File: src/pkg/tws_pkg.sv
// Constants shared by the two-wire status flag block
package tws_pkg;
  localparam int unsigned ADDR_W = 8;
  localparam int unsigned DATA_W = 32;
  // Register byte offsets
  localparam logic [7:0] OFF_STATUS   = 8'h00;
  localparam logic [7:0] OFF_RECEIVE  = 8'h04;
  localparam logic [7:0] OFF_TRANSMIT = 8'h08;
  localparam logic [7:0] OFF_IRQ_STAT = 8'h0C;
  localparam logic [7:0] OFF_IRQ_MASK = 8'h10;
  // Status register field positions
  localparam int unsigned BIT_WCOL  = 7;
  localparam int unsigned BIT_OVF   = 6;
  localparam int unsigned BIT_STOP  = 4;
  localparam int unsigned BIT_START = 3;
  localparam int unsigned BIT_RW    = 2;
  localparam int unsigned BIT_RBF   = 1;
  localparam int unsigned BIT_TBF   = 0;
  // Interrupt event positions
  localparam int unsigned EV_W       = 6;
  localparam int unsigned EV_RX      = 0;
  localparam int unsigned EV_TXDONE  = 1;
  localparam int unsigned EV_STOP    = 2;
  localparam int unsigned EV_START   = 3;
  localparam int unsigned EV_OVF     = 4;
  localparam int unsigned EV_WCOL    = 5;
  // Reset values and bus answers
  localparam logic [5:0]  MASK_RESET = 6'h00;
  localparam logic [1:0]  RESP_OKAY  = 2'h0;
  localparam logic [1:0]  RESP_SLVERR = 2'h2;
endpackage

File: src/logic/tws_sticky.sv
// Sticky event bits, set wins over clear
`timescale 1ns/1ps
module tws_sticky #(
  parameter int unsigned WIDTH = 1
) (
  input  wire logic             aclk,
  input  wire logic             aresetn,
  input  wire logic [WIDTH-1:0] set,
  input  wire logic [WIDTH-1:0] clr,
  output logic      [WIDTH-1:0] q
);
  typedef struct packed {
    logic [WIDTH-1:0] bits;
  } tws_sticky_t;

  tws_sticky_t s;
  tws_sticky_t next_s;

  always_comb
  begin
    next_s = s;
    // Clear first so a simultaneous event survives
    next_s.bits = (s.bits & ~clr) | set;
  end

  always_ff @(posedge aclk)
  begin
    if (!aresetn)
      s <= '0;
    else
      s <= next_s;
  end

  assign q = s.bits;
endmodule // tws_sticky

File: src/logic/tws_status.sv
// Two-wire controller status flags with AXI4-Lite register slave
// Operation
// - Stop sets stop-last; start clears it
// - Start sets start-last; stop clears it
// - Slave address byte updates direction flag
// - Received byte sets receive-holding-full
// - Reading receive holding register clears full
// - Writing transmit holding register sets full
// - Transmission done clears transmit-holding-full
// - Byte arriving while full sets sticky overflow
// - Transmit write while busy: rejected, collision set
`timescale 1ns/1ps
module tws_status
  import tws_pkg::*;
(
  input  wire logic                       aclk,
  input  wire logic                       aresetn,
  input  wire logic [tws_pkg::ADDR_W-1:0] s_axi_awaddr,
  input  wire logic                       s_axi_awvalid,
  output logic                            s_axi_awready,
  input  wire logic [tws_pkg::DATA_W-1:0] s_axi_wdata,
  input  wire logic [3:0]                 s_axi_wstrb,
  input  wire logic                       s_axi_wvalid,
  output logic                            s_axi_wready,
  output logic [1:0]                      s_axi_bresp,
  output logic                            s_axi_bvalid,
  input  wire logic                       s_axi_bready,
  input  wire logic [tws_pkg::ADDR_W-1:0] s_axi_araddr,
  input  wire logic                       s_axi_arvalid,
  output logic                            s_axi_arready,
  output logic [tws_pkg::DATA_W-1:0]      s_axi_rdata,
  output logic [1:0]                      s_axi_rresp,
  output logic                            s_axi_rvalid,
  input  wire logic                       s_axi_rready,
  input  wire logic                       start_det,
  input  wire logic                       stop_det,
  input  wire logic                       slave_mode,
  input  wire logic                       addr_rcvd,
  input  wire logic                       addr_rw,
  input  wire logic                       byte_rcvd,
  input  wire logic [7:0]                 rx_data,
  input  wire logic                       tx_done,
  input  wire logic                       engine_busy,
  output logic [7:0]                      tx_data,
  output logic                            tx_load,
  output logic                            irq
);
  typedef struct packed {
    logic                aw_held;
    logic [ADDR_W-1:0]   aw_addr;
    logic                w_held;
    logic [7:0]          w_data;
    logic                w_strb0;
    logic                bvalid;
    logic [1:0]          bresp;
    logic                rvalid;
    logic [DATA_W-1:0]   rdata;
    logic [1:0]          rresp;
    logic                write_collision_flag;
    logic                receive_overflow_flag;
    logic                stop_last;
    logic                start_last;
    logic                rw;
    logic                receive_holding_full;
    logic                transmit_holding_full;
    logic [7:0]          receive_holding_register;
    logic [7:0]          transmit_holding_register;
    logic                tx_load;
    logic [EV_W-1:0]     mask;
  } tws_state_t;

  tws_state_t s;
  tws_state_t next_s;

  logic            ar_fire;
  logic            do_write;
  logic            wr_en;
  logic            wr_status;
  logic            wr_trn;
  logic            wr_mask;
  logic            trn_busy;
  logic            rd_rcv;
  logic            rd_irq;
  logic            ovf_event;
  logic            wcol_event;
  logic            rx_load;
  logic [EV_W-1:0] ev_set;
  logic [EV_W-1:0] ev_clr;
  logic [EV_W-1:0] irq_stat;
  logic [7:0]      status_byte;

  function automatic logic hit(input logic [ADDR_W-1:0] a, input logic [7:0] off);
    hit = (a[ADDR_W-1:2] == off[7:2]);
  endfunction

  assign s_axi_awready = !s.aw_held && !s.bvalid;
  assign s_axi_wready  = !s.w_held && !s.bvalid;
  assign s_axi_arready = !s.rvalid;
  assign ar_fire       = s_axi_arvalid && s_axi_arready;
  assign do_write      = s.aw_held && s.w_held && !s.bvalid;
  // Only byte lane 0 carries defined bits
  assign wr_en         = do_write && s.w_strb0;
  assign wr_status     = wr_en && hit(s.aw_addr, OFF_STATUS);
  assign wr_trn        = wr_en && hit(s.aw_addr, OFF_TRANSMIT);
  assign wr_mask       = wr_en && hit(s.aw_addr, OFF_IRQ_MASK);
  assign rd_rcv        = ar_fire && hit(s_axi_araddr, OFF_RECEIVE);
  assign rd_irq        = ar_fire && hit(s_axi_araddr, OFF_IRQ_STAT);
  // Busy covers a held byte and any engine activity
  assign trn_busy      = s.transmit_holding_full || engine_busy;
  assign wcol_event    = wr_trn && trn_busy;
  // A read in the same cycle frees the holder for the new byte
  assign ovf_event     = byte_rcvd && s.receive_holding_full && !rd_rcv;
  assign rx_load       = byte_rcvd && !ovf_event;

  assign status_byte = {s.write_collision_flag, s.receive_overflow_flag, 1'b0,
                        s.stop_last, s.start_last, s.rw,
                        s.receive_holding_full, s.transmit_holding_full};

  assign ev_set[EV_RX]     = rx_load;
  assign ev_set[EV_TXDONE] = tx_done && s.transmit_holding_full;
  assign ev_set[EV_STOP]   = stop_det;
  assign ev_set[EV_START]  = start_det;
  assign ev_set[EV_OVF]    = ovf_event;
  assign ev_set[EV_WCOL]   = wcol_event;
  assign ev_clr            = rd_irq ? {EV_W{1'b1}} : {EV_W{1'b0}};

  tws_sticky #(
    .WIDTH (EV_W)
  ) u_irq_stat (
    .aclk    (aclk),
    .aresetn (aresetn),
    .set     (ev_set),
    .clr     (ev_clr),
    .q       (irq_stat)
  );

  always_comb
  begin
    next_s = s;
    next_s.tx_load = 1'b0;
    // Write address and data are taken independently
    if (s_axi_awvalid && s_axi_awready)
    begin
      next_s.aw_held = 1'b1;
      next_s.aw_addr = s_axi_awaddr;
    end
    if (s_axi_wvalid && s_axi_wready)
    begin
      next_s.w_held  = 1'b1;
      next_s.w_data  = s_axi_wdata[7:0];
      next_s.w_strb0 = s_axi_wstrb[0];
    end
    if (s.bvalid && s_axi_bready)
      next_s.bvalid = 1'b0;
    if (do_write)
    begin
      next_s.aw_held = 1'b0;
      next_s.w_held  = 1'b0;
      next_s.bvalid  = 1'b1;
      if (hit(s.aw_addr, OFF_STATUS) || hit(s.aw_addr, OFF_RECEIVE)
          || hit(s.aw_addr, OFF_TRANSMIT) || hit(s.aw_addr, OFF_IRQ_STAT)
          || hit(s.aw_addr, OFF_IRQ_MASK))
        next_s.bresp = RESP_OKAY;
      else
        next_s.bresp = RESP_SLVERR;
    end
    if (s.rvalid && s_axi_rready)
      next_s.rvalid = 1'b0;
    if (ar_fire)
    begin
      next_s.rvalid = 1'b1;
      next_s.rresp  = RESP_OKAY;
      if (hit(s_axi_araddr, OFF_STATUS))
        next_s.rdata = {24'h000000, status_byte};
      else if (hit(s_axi_araddr, OFF_RECEIVE))
        next_s.rdata = {24'h000000, s.receive_holding_register};
      else if (hit(s_axi_araddr, OFF_TRANSMIT))
        next_s.rdata = {24'h000000, s.transmit_holding_register};
      else if (hit(s_axi_araddr, OFF_IRQ_STAT))
        next_s.rdata = {26'h0000000, irq_stat};
      else if (hit(s_axi_araddr, OFF_IRQ_MASK))
        next_s.rdata = {26'h0000000, s.mask};
      else
      begin
        next_s.rdata = 32'h00000000;
        next_s.rresp = RESP_SLVERR;
      end
    end
    if (wr_mask)
      next_s.mask = s.w_data[EV_W-1:0];
    // Software may only clear the two error flags, write one to clear
    if (wr_status && s.w_data[BIT_WCOL])
      next_s.write_collision_flag = 1'b0;
    if (wr_status && s.w_data[BIT_OVF])
      next_s.receive_overflow_flag = 1'b0;
    if (start_det)
    begin
      next_s.start_last = 1'b1;
      next_s.stop_last  = 1'b0;
    end
    // Stop is the later condition when both strobe together
    if (stop_det)
    begin
      next_s.stop_last  = 1'b1;
      next_s.start_last = 1'b0;
    end
    if (addr_rcvd && slave_mode)
      next_s.rw = addr_rw;
    if (rd_rcv)
      next_s.receive_holding_full = 1'b0;
    if (rx_load)
    begin
      next_s.receive_holding_register = rx_data;
      next_s.receive_holding_full     = 1'b1;
    end
    // Unread byte is kept; the new one is dropped
    if (ovf_event)
      next_s.receive_overflow_flag = 1'b1;
    if (tx_done)
      next_s.transmit_holding_full = 1'b0;
    if (wcol_event)
      next_s.write_collision_flag = 1'b1;
    else if (wr_trn)
    begin
      next_s.transmit_holding_register = s.w_data;
      next_s.transmit_holding_full     = 1'b1;
      next_s.tx_load                   = 1'b1;
    end
  end

  always_ff @(posedge aclk)
  begin
    if (!aresetn)
    begin
      s      <= '0;
      s.mask <= MASK_RESET;
    end
    else
      s <= next_s;
  end

  assign s_axi_bvalid = s.bvalid;
  assign s_axi_bresp  = s.bresp;
  assign s_axi_rvalid = s.rvalid;
  assign s_axi_rdata  = s.rdata;
  assign s_axi_rresp  = s.rresp;
  assign tx_data      = s.transmit_holding_register;
  assign tx_load      = s.tx_load;
  assign irq          = |(irq_stat & s.mask);
endmodule // tws_status

File: config.mk
export PLATFORM = sky130hd
export DESIGN_NAME = tws_status
export DESIGN_NICKNAME = d
export VERILOG_FILES = /design/src/pkg/tws_pkg.sv /design/src/logic/tws_sticky.sv /design/src/logic/tws_status.sv
export SDC_FILE = /design/constraint.sdc
export NUM_CORES = 1
export LEC_CHECK = 0
export BUFFER_PORTS_ARGS = -buffer_cell sky130_fd_sc_hd__buf_4
export CELL_PAD_IN_SITES_DETAIL_PLACEMENT = 1
export CELL_PAD_IN_SITES_GLOBAL_PLACEMENT = 2
export CORE_MARGIN = 1.5
export CORE_UTILIZATION = 25
export CTS_BUF_LIST = sky130_fd_sc_hd__clkbuf_8
export DETAILED_ROUTE_END_ITERATION = 16
export PLACE_DENSITY_LB_ADDON = 0.05
export SYNTH_ARGS = -nofsm -noshare
export SYNTH_HDL_FRONTEND = slang
export SYNTH_SLANG_ARGS = --single-unit
File: constraint.sdc
create_clock -name aclk -period 1.45 [get_ports aclk]
set_input_delay 0.29 -clock aclk [delete_from_list [all_inputs] [get_ports aclk]]
set_output_delay 0.29 -clock aclk [all_outputs]
set_load 0.02 [all_outputs]
* Word level (Yosys, flattened, before mapping)
Index checks and enable logic that the tools add are counted.
** Storage, ports and cells
- Output and inout bits :: 51
- Bits in registers :: 93
- Input bits :: 75
- RAM bits :: 0
- Bits in read-only memories :: 0
- Logic and storage cells :: 111
- Latch bits :: 0
- Memories kept :: 0
** Cells by class
- $add $sub $neg :: 0
- Shift-type cells :: 0
- Equality and inequality tests :: 8
- Order comparisons :: 0
- Reductions and logical operators :: 47
- Muxes and demuxes :: 28
- Bitwise logic cells :: 6
- Multipliers :: 0
- Divide/modulo/power cells :: 0
** Operator list (number)
- 2-to-1 mux 35 bit :: 1
- 2-to-1 mux 32 bit :: 1
- == test 6 x 2 -> 1 bit, second input constant :: 4
- logical AND 1 bit :: 23
- 2-to-1 mux 6 bit :: 3
- 2-to-1 mux 2 bit :: 8
- 2-to-1 mux 8 bit :: 2
- bitwise AND 6 bit :: 2
- == test 6 x 1 -> 1 bit, second input constant :: 2
- == test 6 x 3 -> 1 bit, second input constant :: 2
- zero test 6 bit :: 2
- 2-to-1 mux 1 bit :: 12
- nonzero test 2 bit :: 6
- zero test 1 bit :: 6
- NOT 6 bit :: 1
- OR 6 bit :: 1
- OR reduction 2 bit :: 3
- OR reduction 6 bit :: 1
- logical OR 1 bit :: 5
- 2-to-1 mux 3 bit :: 1
- NOT 1 bit :: 2
- AND reduction 2 bit :: 1

* Depth between registers and ports, before layout
Gate-level depths: netlist of run 1.
- Word-level depth :: 8
- Gate-level depth with buffers :: 7
- Gate-level depth less buffers :: 5

* By module
Synthesis of run 1 repeated with hierarchy kept, for this count alone.
** Unflattened totals
- Cells, all modules :: 378
- Area, all modules :: 3204.3 um2
** Modules (own cells, without submodules)
- tws_status :: cells each 360, times used 1, area each 2956.6 um2, sequential area each 1181.1 um2
- tws_sticky :: cells each 18, times used 1, area each 247.7 um2, sequential area each 120.1 um2

* Least setup slack after synthesis of run 1
OpenSTA, ideal clock, no wires.
- Path kind :: reg-to-reg
- From :: reg s (netlist bit s_axi_bvalid)
- To :: reg s[80] (netlist bit)
- Path buffers :: 1
- Setup time :: 0.128 ns
- Setup slack :: -0.169 ns
- Cell stages (with the launch flop) :: 6
- Clock period less this slack :: 1.619 ns
- Data required time :: 1.322 ns
- Data arrival time :: 1.491 ns
- Path through :: dfxtp_1 -> nor2_1 -> and2_1 -> clkbuf_1 -> mux2i_1 -> nor2_1
** On the way
- Word-level cells in the longest chain between the ends :: 3
** RTL lines
- start: declaration :: RTL line tws_status.sv:72 : tws_state_t s;
- start signal: assignment :: RTL line tws_status.sv:239 : s <= next_s;
- zero test 1 bit :: RTL line tws_status.sv:96 : assign s_axi_awready = !s.aw_held && !s.bvalid;
- logical AND 1 bit :: RTL line tws_status.sv:96
- named net s_axi_awready :: RTL line tws_status.sv:20 : output logic s_axi_awready,
- logical AND 1 bit :: RTL line tws_status.sv:142 : if (s_axi_awvalid && s_axi_awready)
The timed path passes the listed nets, and every way through them passes these cells.
A chain may end at the register's enable or synchronous reset.

* Final worst setup path of run 1
- From :: reg s (netlist bit s_axi_bvalid)
- To :: reg s[3] (netlist bit)
** On the way
- Word-level cells in the longest chain between the ends :: 4
** RTL lines
- zero test 1 bit :: RTL line tws_status.sv:100 : assign do_write = s.aw_held && s.w_held && !s.bvalid;
- logical AND 1 bit :: RTL line tws_status.sv:100
- logical AND 1 bit :: RTL line tws_status.sv:102 : assign wr_en = do_write && s.w_strb0;
- logical AND 1 bit :: RTL line tws_status.sv:105 : assign wr_mask = wr_en && hit(s.aw_addr, OFF_IRQ_MASK);
Every way passes these cells.

==> impl_results.md, run 1 <==
* TritonCTS clock tree: done
* Outcome: finished, violations left
* Final setup vio count at 6
* Layout area overhead at 35.6%
* Initial core utilization at 0.260
* Netlist cell types at 36
* Final-stage net count at 505
* CTS Root Cell: clkbuf_8
* Max-slew violation count at 0
* Layout cells sized above 1 at 0.336
* #FFs+latches synth at 65
* Hold path depth at 2
* I/O pins at 126
* Drt first pass iters at 4
* Drt total wl at 8390 µm
* R2r worst-path depth at 6
* Ant diodes at 0
* Final Util at 0.353
* Clock skew at around 0.012 ns
* Tot GR Track Use at 0.140
* Top Usage Layer GRT: met2
* Cell Area, Synth at 3020 µm²
* Post-synth EDFFs at 0
* CP max stage cell: dfxtp_4
* Met2 Use GR at 0.232
* Main flop type after synthesis: dfxtp_1
* Clock transition at path regs at ~0.070 ns
* CP Launch Type: flop
* Synth top cells by count: dfxtp_1 (65), buf_4 (45), nor2_1 (45)
* Crit path DAT at 1.71 ns
* Worst path depth at 6
* Path type of the worst setup path: flop to flop
* GR Util met3 at 0.0321
* Max clock buf depth at 2
* Worst Slack Setup Final at -0.0263 ns
* CTS HTree Levels at 3
* DR vias/cell at 4.41
* Share of Yosys cell area claimed by the top area cell type at 0.430
* Die span in x at 113 µm
* Avg Cell Area, Syn at between 8 and 9 µm²
* Cell taking the most area after synthesis: dfxtp_1
* Critical path's top delay family: simple AND/OR/NAND/NOR gates
* Placed cell count at roughly 560
* Port Buffers at 68
* Violated checks: negative setup slack
* Hold Slack at 0.152 ns
* RePlAce Congestion at roughly 0.76
* Peak supply drop at 349 µV
* Iteration-0 DRC Markers at between 50 and 60
* Die ar. at 12800 µm²
* WP buf/inv at 1
* Fmax at 0.677 GHz
* Core Region at 11600 µm²
* Post-synthesis sequential area ratio at 0.430
* Final ANT Viol Nets at 0
* Min cycle time layout at 1.48 ns
* Final Hold Fails at 0
* Skew-Pair Late Insertion Delay at 0.35 ns
* Top post-synthesis cells by area: dfxtp_1 (43%), mux2i_1 (12%), buf_4 (11%)
* WP data required at 1.68 ns
* Worst setup EP type: flop
* Max-cap viol count at 0
* M1 GR Usage at 0.178
* Largest net degree at the start of global routing at 31
* Num rows at 39
* Cell with the most instances after synthesis: dfxtp_1
* Critical path cell sequence: nand3b_1 > nor4_4 > buf_4 > nand4_4 > mux2i_1 > nor2_1
* Vias in the first global route at 2593
* DRC Markers at 0
* Cell Pwr Density at 968 nW/µm²
* P_leak at 0.00184 µW
* RSZ-0062 raised after global routing: yes
* First-pass GRT wire length at 13700 µm
* CTS buffer count at 9
* Initial antenna violation count at 0
* Crit-path max FO at 6
* Mapped Cells at ~350
* CTS sink cnt at 65
* Asr flop ratio synth at 0
* Final period util at 1.02
* Hpwl dp at between 6000 and 7000 µm
* Cell Count, Final, Fillers Out at 577
* Min-Delay Path Class: input pin to flop
* Yosys Warn Count at 0
* Delay of the slowest cell on the worst path at 0.34 ns
* Vias at approximately 2500
* Grt ovf at 0
* Die Height at ~110 µm
* WL/cell at about 15 µm
==> power breakdown <==
group | internal [µW] | switching, µW
clock network | 763 | 687
logic | 283 | 322
registers | 1860 | 53.0
total | 2900 | 1060
==> final timing paths <==
check,from,to,slack (ns)
setup / recovery,s_axi_bvalid$_SDFFE_PN0P_,s[3]$_SDFFE_PN0P_,-0.03
hold / removal,stop_det,s[26]$_SDFFE_PP0P_,0.15
hold reg to reg,s_axi_rdata[4]$_SDFFE_PN0N_,s_axi_rdata[4]$_SDFFE_PN0N_,0.46
setup reg to reg,s_axi_bvalid$_SDFFE_PN0P_,s[3]$_SDFFE_PN0P_,-0.03
==> placed cells by master (no fill, tap or decap), drive strengths merged, types with 2 or more instances in the layout <==
cell	synthesis	layout
nor4	3	3
nor3b	2	2
dfxtp	65	65
nand2	34	34
a21oi	30	30
nor3	2	2
o21ai	8	8
nor2b	3	3
nor2	46	46
a22oi	10	10
clkinv	0	3
and2	2	2
nand2b	8	8
a221oi	2	2
clkbuf	11	9
buf	48	106
inv	9	11
o22a	4	4
nand3b	4	4
nand3	8	8
a31oi	4	4
conb	1	26
mux2i	35	35
==> stage by stage <==
| step | power (µW) | worst slack, ns | instance area (µm²) | TNS, ns |
|---|---|---|---|---|
| 3_5_place_dp | 2540 | -0.395 | 3810 | -5.33 |
| 3_3_place_gp | 2530 | -0.339 | 3810 | -5.33 |
| 2_1_floorplan | 2300 | -0.0534 | 3180 | -0.496 |
| 4_1_cts | 4030 | -0.0641 | 4020 | -0.538 |
| 6_report | 3960 | -0.0263 | 4100 | -0.101 |
| 5_1_grt | 4180 | -0.182 | 4100 | -2.32 |
==> registers in the layout, summed over array words and instances, names as in the netlist <==
register	count
s	38
s_axi_rdata	8
tx_data	8
u_irq_stat.q	6
s_axi_bresp	1
s_axi_bvalid	1
s_axi_rresp	1
s_axi_rvalid	1
tx_load	1
==> area by class of cell <==
| cell class | count | area (µm²) |
|---|---|---|
| clock buffer | 9 | 124 |
| sequential | 65 | 1310 |
| timing repair buffer | 106 | 877 |
| inverter | 9 | 33.8 |
| multi-input combinational | 239 | 1520 |
| clock inverter | 6 | 52.6 |
| tap | 143 | 179 |
| fill | 1363 | 7520 |
==> kinds of logic (layout without fill, tap and decap cells) <==
logic type / Yosys count / after routing / synth area share
multiplexers: 35 / 35 / 0.116
other: 1 / 26 / 0.00124
flip-flops: 65 / 65 / 0.430
buffers and inverters: 68 / 130 / 0.141
AND/OR/NAND/NOR: 117 / 117 / 0.190
AO/OA/AOI/OAI: 61 / 61 / 0.122
==> worst register-to-register path, cell delays in order, from the launching register on <==
cell and delay (ns):
dfxtp_4 0.34, nand3b_1 0.20, nor4_4 0.23, buf_4 0.19, nand4_4 0.15, mux2i_1 0.20, nor2_1 0.06
==> routing by layer <==
metal | part of all wire | wire length [µm]
met5 | 0 | 0
met2 | 0.48 | 3990
met4 | 0.016 | 138
met1 | 0.46 | 3890
met3 | 0.044 | 366
==> what timing repair did <==
action,4_1_cts,5_1_grt
buffers inserted,0,1
hold buffers,0,0
pin swaps,2,8
resized for setup,9,15
setup endpoints to repair,20,34
No activity file was read; power rests on OpenSTA's default activity.
==> run 2, diff against run 1 <==
--- a/config.mk
+++ b/config.mk
@@ -13,6 +13,8 @@
 export CTS_BUF_LIST = sky130_fd_sc_hd__clkbuf_8
 export DETAILED_ROUTE_END_ITERATION = 16
 export PLACE_DENSITY_LB_ADDON = 0.05
+export SETUP_SLACK_MARGIN = 0.1
+export SKIP_CTS_REPAIR_TIMING = 1
 export SYNTH_ARGS = -nofsm -noshare
 export SYNTH_HDL_FRONTEND = slang
 export SYNTH_SLANG_ARGS = --single-unit
==> run 2 against run 1 <==
  * The flow still finishes with violations (negative setup slack)
  * Clock skew grew 0.00069 ns
  * Wire length increased by 4.4%
  * Global-route usage decreased by 0.40 points
  * Sequential power barely moved
  * First-iteration DRC count up 22%
  * Fmax is 2.3% lower
  * Highest routed layer unchanged
==> impl_results.md, run 2 (synthesis gave the netlist of run 1 again) <==
* Outcome: finished, violations left
* Violated checks: negative setup slack
* Largest net degree at the start of global routing at 40
* Die Height at between 100 and 150 µm
* CTS HTree Levels at 3
* CP Launch Type: flop
* Cell Count, Final, Fillers Out at 577
* Met2 Use GR at 0.226
* Most frequent cells in the layout: buf_4 (95), dfxtp_1 (61), nor2_1 (42), mux2i_1 (34), nand2_1 (34)
* Max-cap viol count at 0
* Final ANT Viol Nets at 0
* WP data required at 1.69 ns
* Cell Pwr Density at slightly above 1000 nW/µm²
* Core Region at 11600 µm²
* WL/cell at 15.2 µm
* Initial antenna violation count at 0
* Die span in x at approximately 110 µm
* P_leak at 0.00185 µW
* CTS sink cnt at 65
* CP max stage cell: dfxtp_4
* Largest Register: s
* Min-Delay Path Class: input pin to flop
* Iteration-0 DRC Markers at 67
* Clock skew at 0.0124 ns
* Placed cell count at approximately 560
* RSZ-0062 raised after global routing: yes
* Final Util at 0.356
* Hold Slack at 0.151 ns
* Sequential cell area at 1310 µm²
* Hpwl dp at 6510 µm
* Largest register FFs at 38
* Crit-path max FO at 6
* Max clock buf depth at 2
* Initial core utilization at 0.260
* Delay of the slowest cell on the worst path at 0.34 ns
* Vias in the first global route at 2535
* Final setup vio count at 14
* Top Usage Layer GRT: met2
* Final-stage net count at 504
* Max-slew violation count at 0
* Worst setup EP type: flop
* Layout area overhead at 36.8%
* Fmax at between 0.6 and 0.7 GHz
* Layout cells sized above 1 at 0.339
* M1 GR Usage at 0.176
* Vias at 2579
* FILL cells at 1379
* Crit path DAT at ~1.8 ns
* Ant diodes at 0
* GR Util met3 at 0.0268
* Worst Slack Setup Final at -0.0612 ns
* Min cycle time layout at about 1.5 ns
* Clock transition at path regs at 0.08 ns
* CTS Root Cell: clkbuf_8
* Path type of the worst setup path: flop to flop
* Peak supply drop at 389 µV
* Grt ovf at 0
* TritonCTS clock tree: done
* Die ar. at around 13000 µm²
* Skew-Pair Late Insertion Delay at 0.35 ns
* Final Hold Fails at 0
* Drt first pass iters at 4
* First-pass GRT wire length at 13400 µm
* Commonest non-fill, non-tap cell in the layout: buf_4
* DRC Markers at 0
* DP Worst Slack at -0.288 ns
* I/O pins at 126
* Tot GR Track Use at 0.136
* Num rows at 39
* DR vias/cell at 4.47
* Final period util at 1.04
* CTS buffer count at 9
* Critical path cell sequence: nand3b_1 > nor4_4 > buf_4 > nand4_4 > mux2i_1 > nor2_1
* RePlAce Congestion at 0.769
* Drt total wl at slightly below 9000 µm
* Area of the multi-input gates at 1560 µm²
* Port Buffers at 68
* Power Total at 4290 µW
run 2: changes by cell type in the layout (fill, tap and decap cells not counted), moves of 2 or more:
| cell | previous run | this run |
|---|---|---|
| buf_6 | 5 | 7 |
| a22oi_2 | 3 | 1 |
| clkinv_2 | 3 | 0 |
| buf_12 | 5 | 2 |
| a22oi_1 | 7 | 9 |
run 2: metal layers:
metal | vias to the layer above | share of wire
met5 | - | 0
met4 | 0 | 0.013
met3 | 10 | 0.039
met2 | 60 | 0.48
met1 | 1232 | 0.46
li1 | 1277 | -
run 2: path summary, 6_finish.rpt:
kind              slack (ns)                        start                     endpoint  depth (start not counted)
setup reg to reg       -0.06    s_axi_bvalid$_SDFFE_PN0P_            s[1]$_SDFFE_PN0P_                          6
setup / recovery       -0.06    s_axi_bvalid$_SDFFE_PN0P_            s[1]$_SDFFE_PN0P_                          6
hold / removal          0.15                     stop_det           s[26]$_SDFFE_PP0P_                          2
hold reg to reg         0.46  s_axi_rdata[4]$_SDFFE_PN0N_  s_axi_rdata[4]$_SDFFE_PN0N_                          2
run 2: critical path, delay by kind of cell (launching register included):
| family | cells | cell delay (ns) |
|---|---|---|
| multiplexers | 1 | 0.21 |
| buffers and inverters | 1 | 0.19 |
| AND/OR/NAND/NOR | 4 | 0.65 |
| flip-flops | 1 | 0.34 |
run 2: final cells by class:
class                      count  area share
clock buffer                  10      0.0333
timing repair buffer         104       0.201
tap                          143      0.0433
multi-input combinational    240       0.377
inverter                       9     0.00817
clock inverter                 6      0.0203
sequential                    65       0.317
run 2: report_power, final:
group	switching [µW]	internal, µW	total [µW]
clock	759	1010	1770
sequential	53.1	1860	1910
combinational	336	282	618
total	1150	3140	4290
run 2: through the flow:
stage               cell area, µm²  TNS (ns)
floorplan                     3210    -0.519
global placement              3770     -4.65
detailed placement            3770     -5.11
CTS                           3990     -1.28
global route                  4130     -2.85
finish                        4130    -0.458
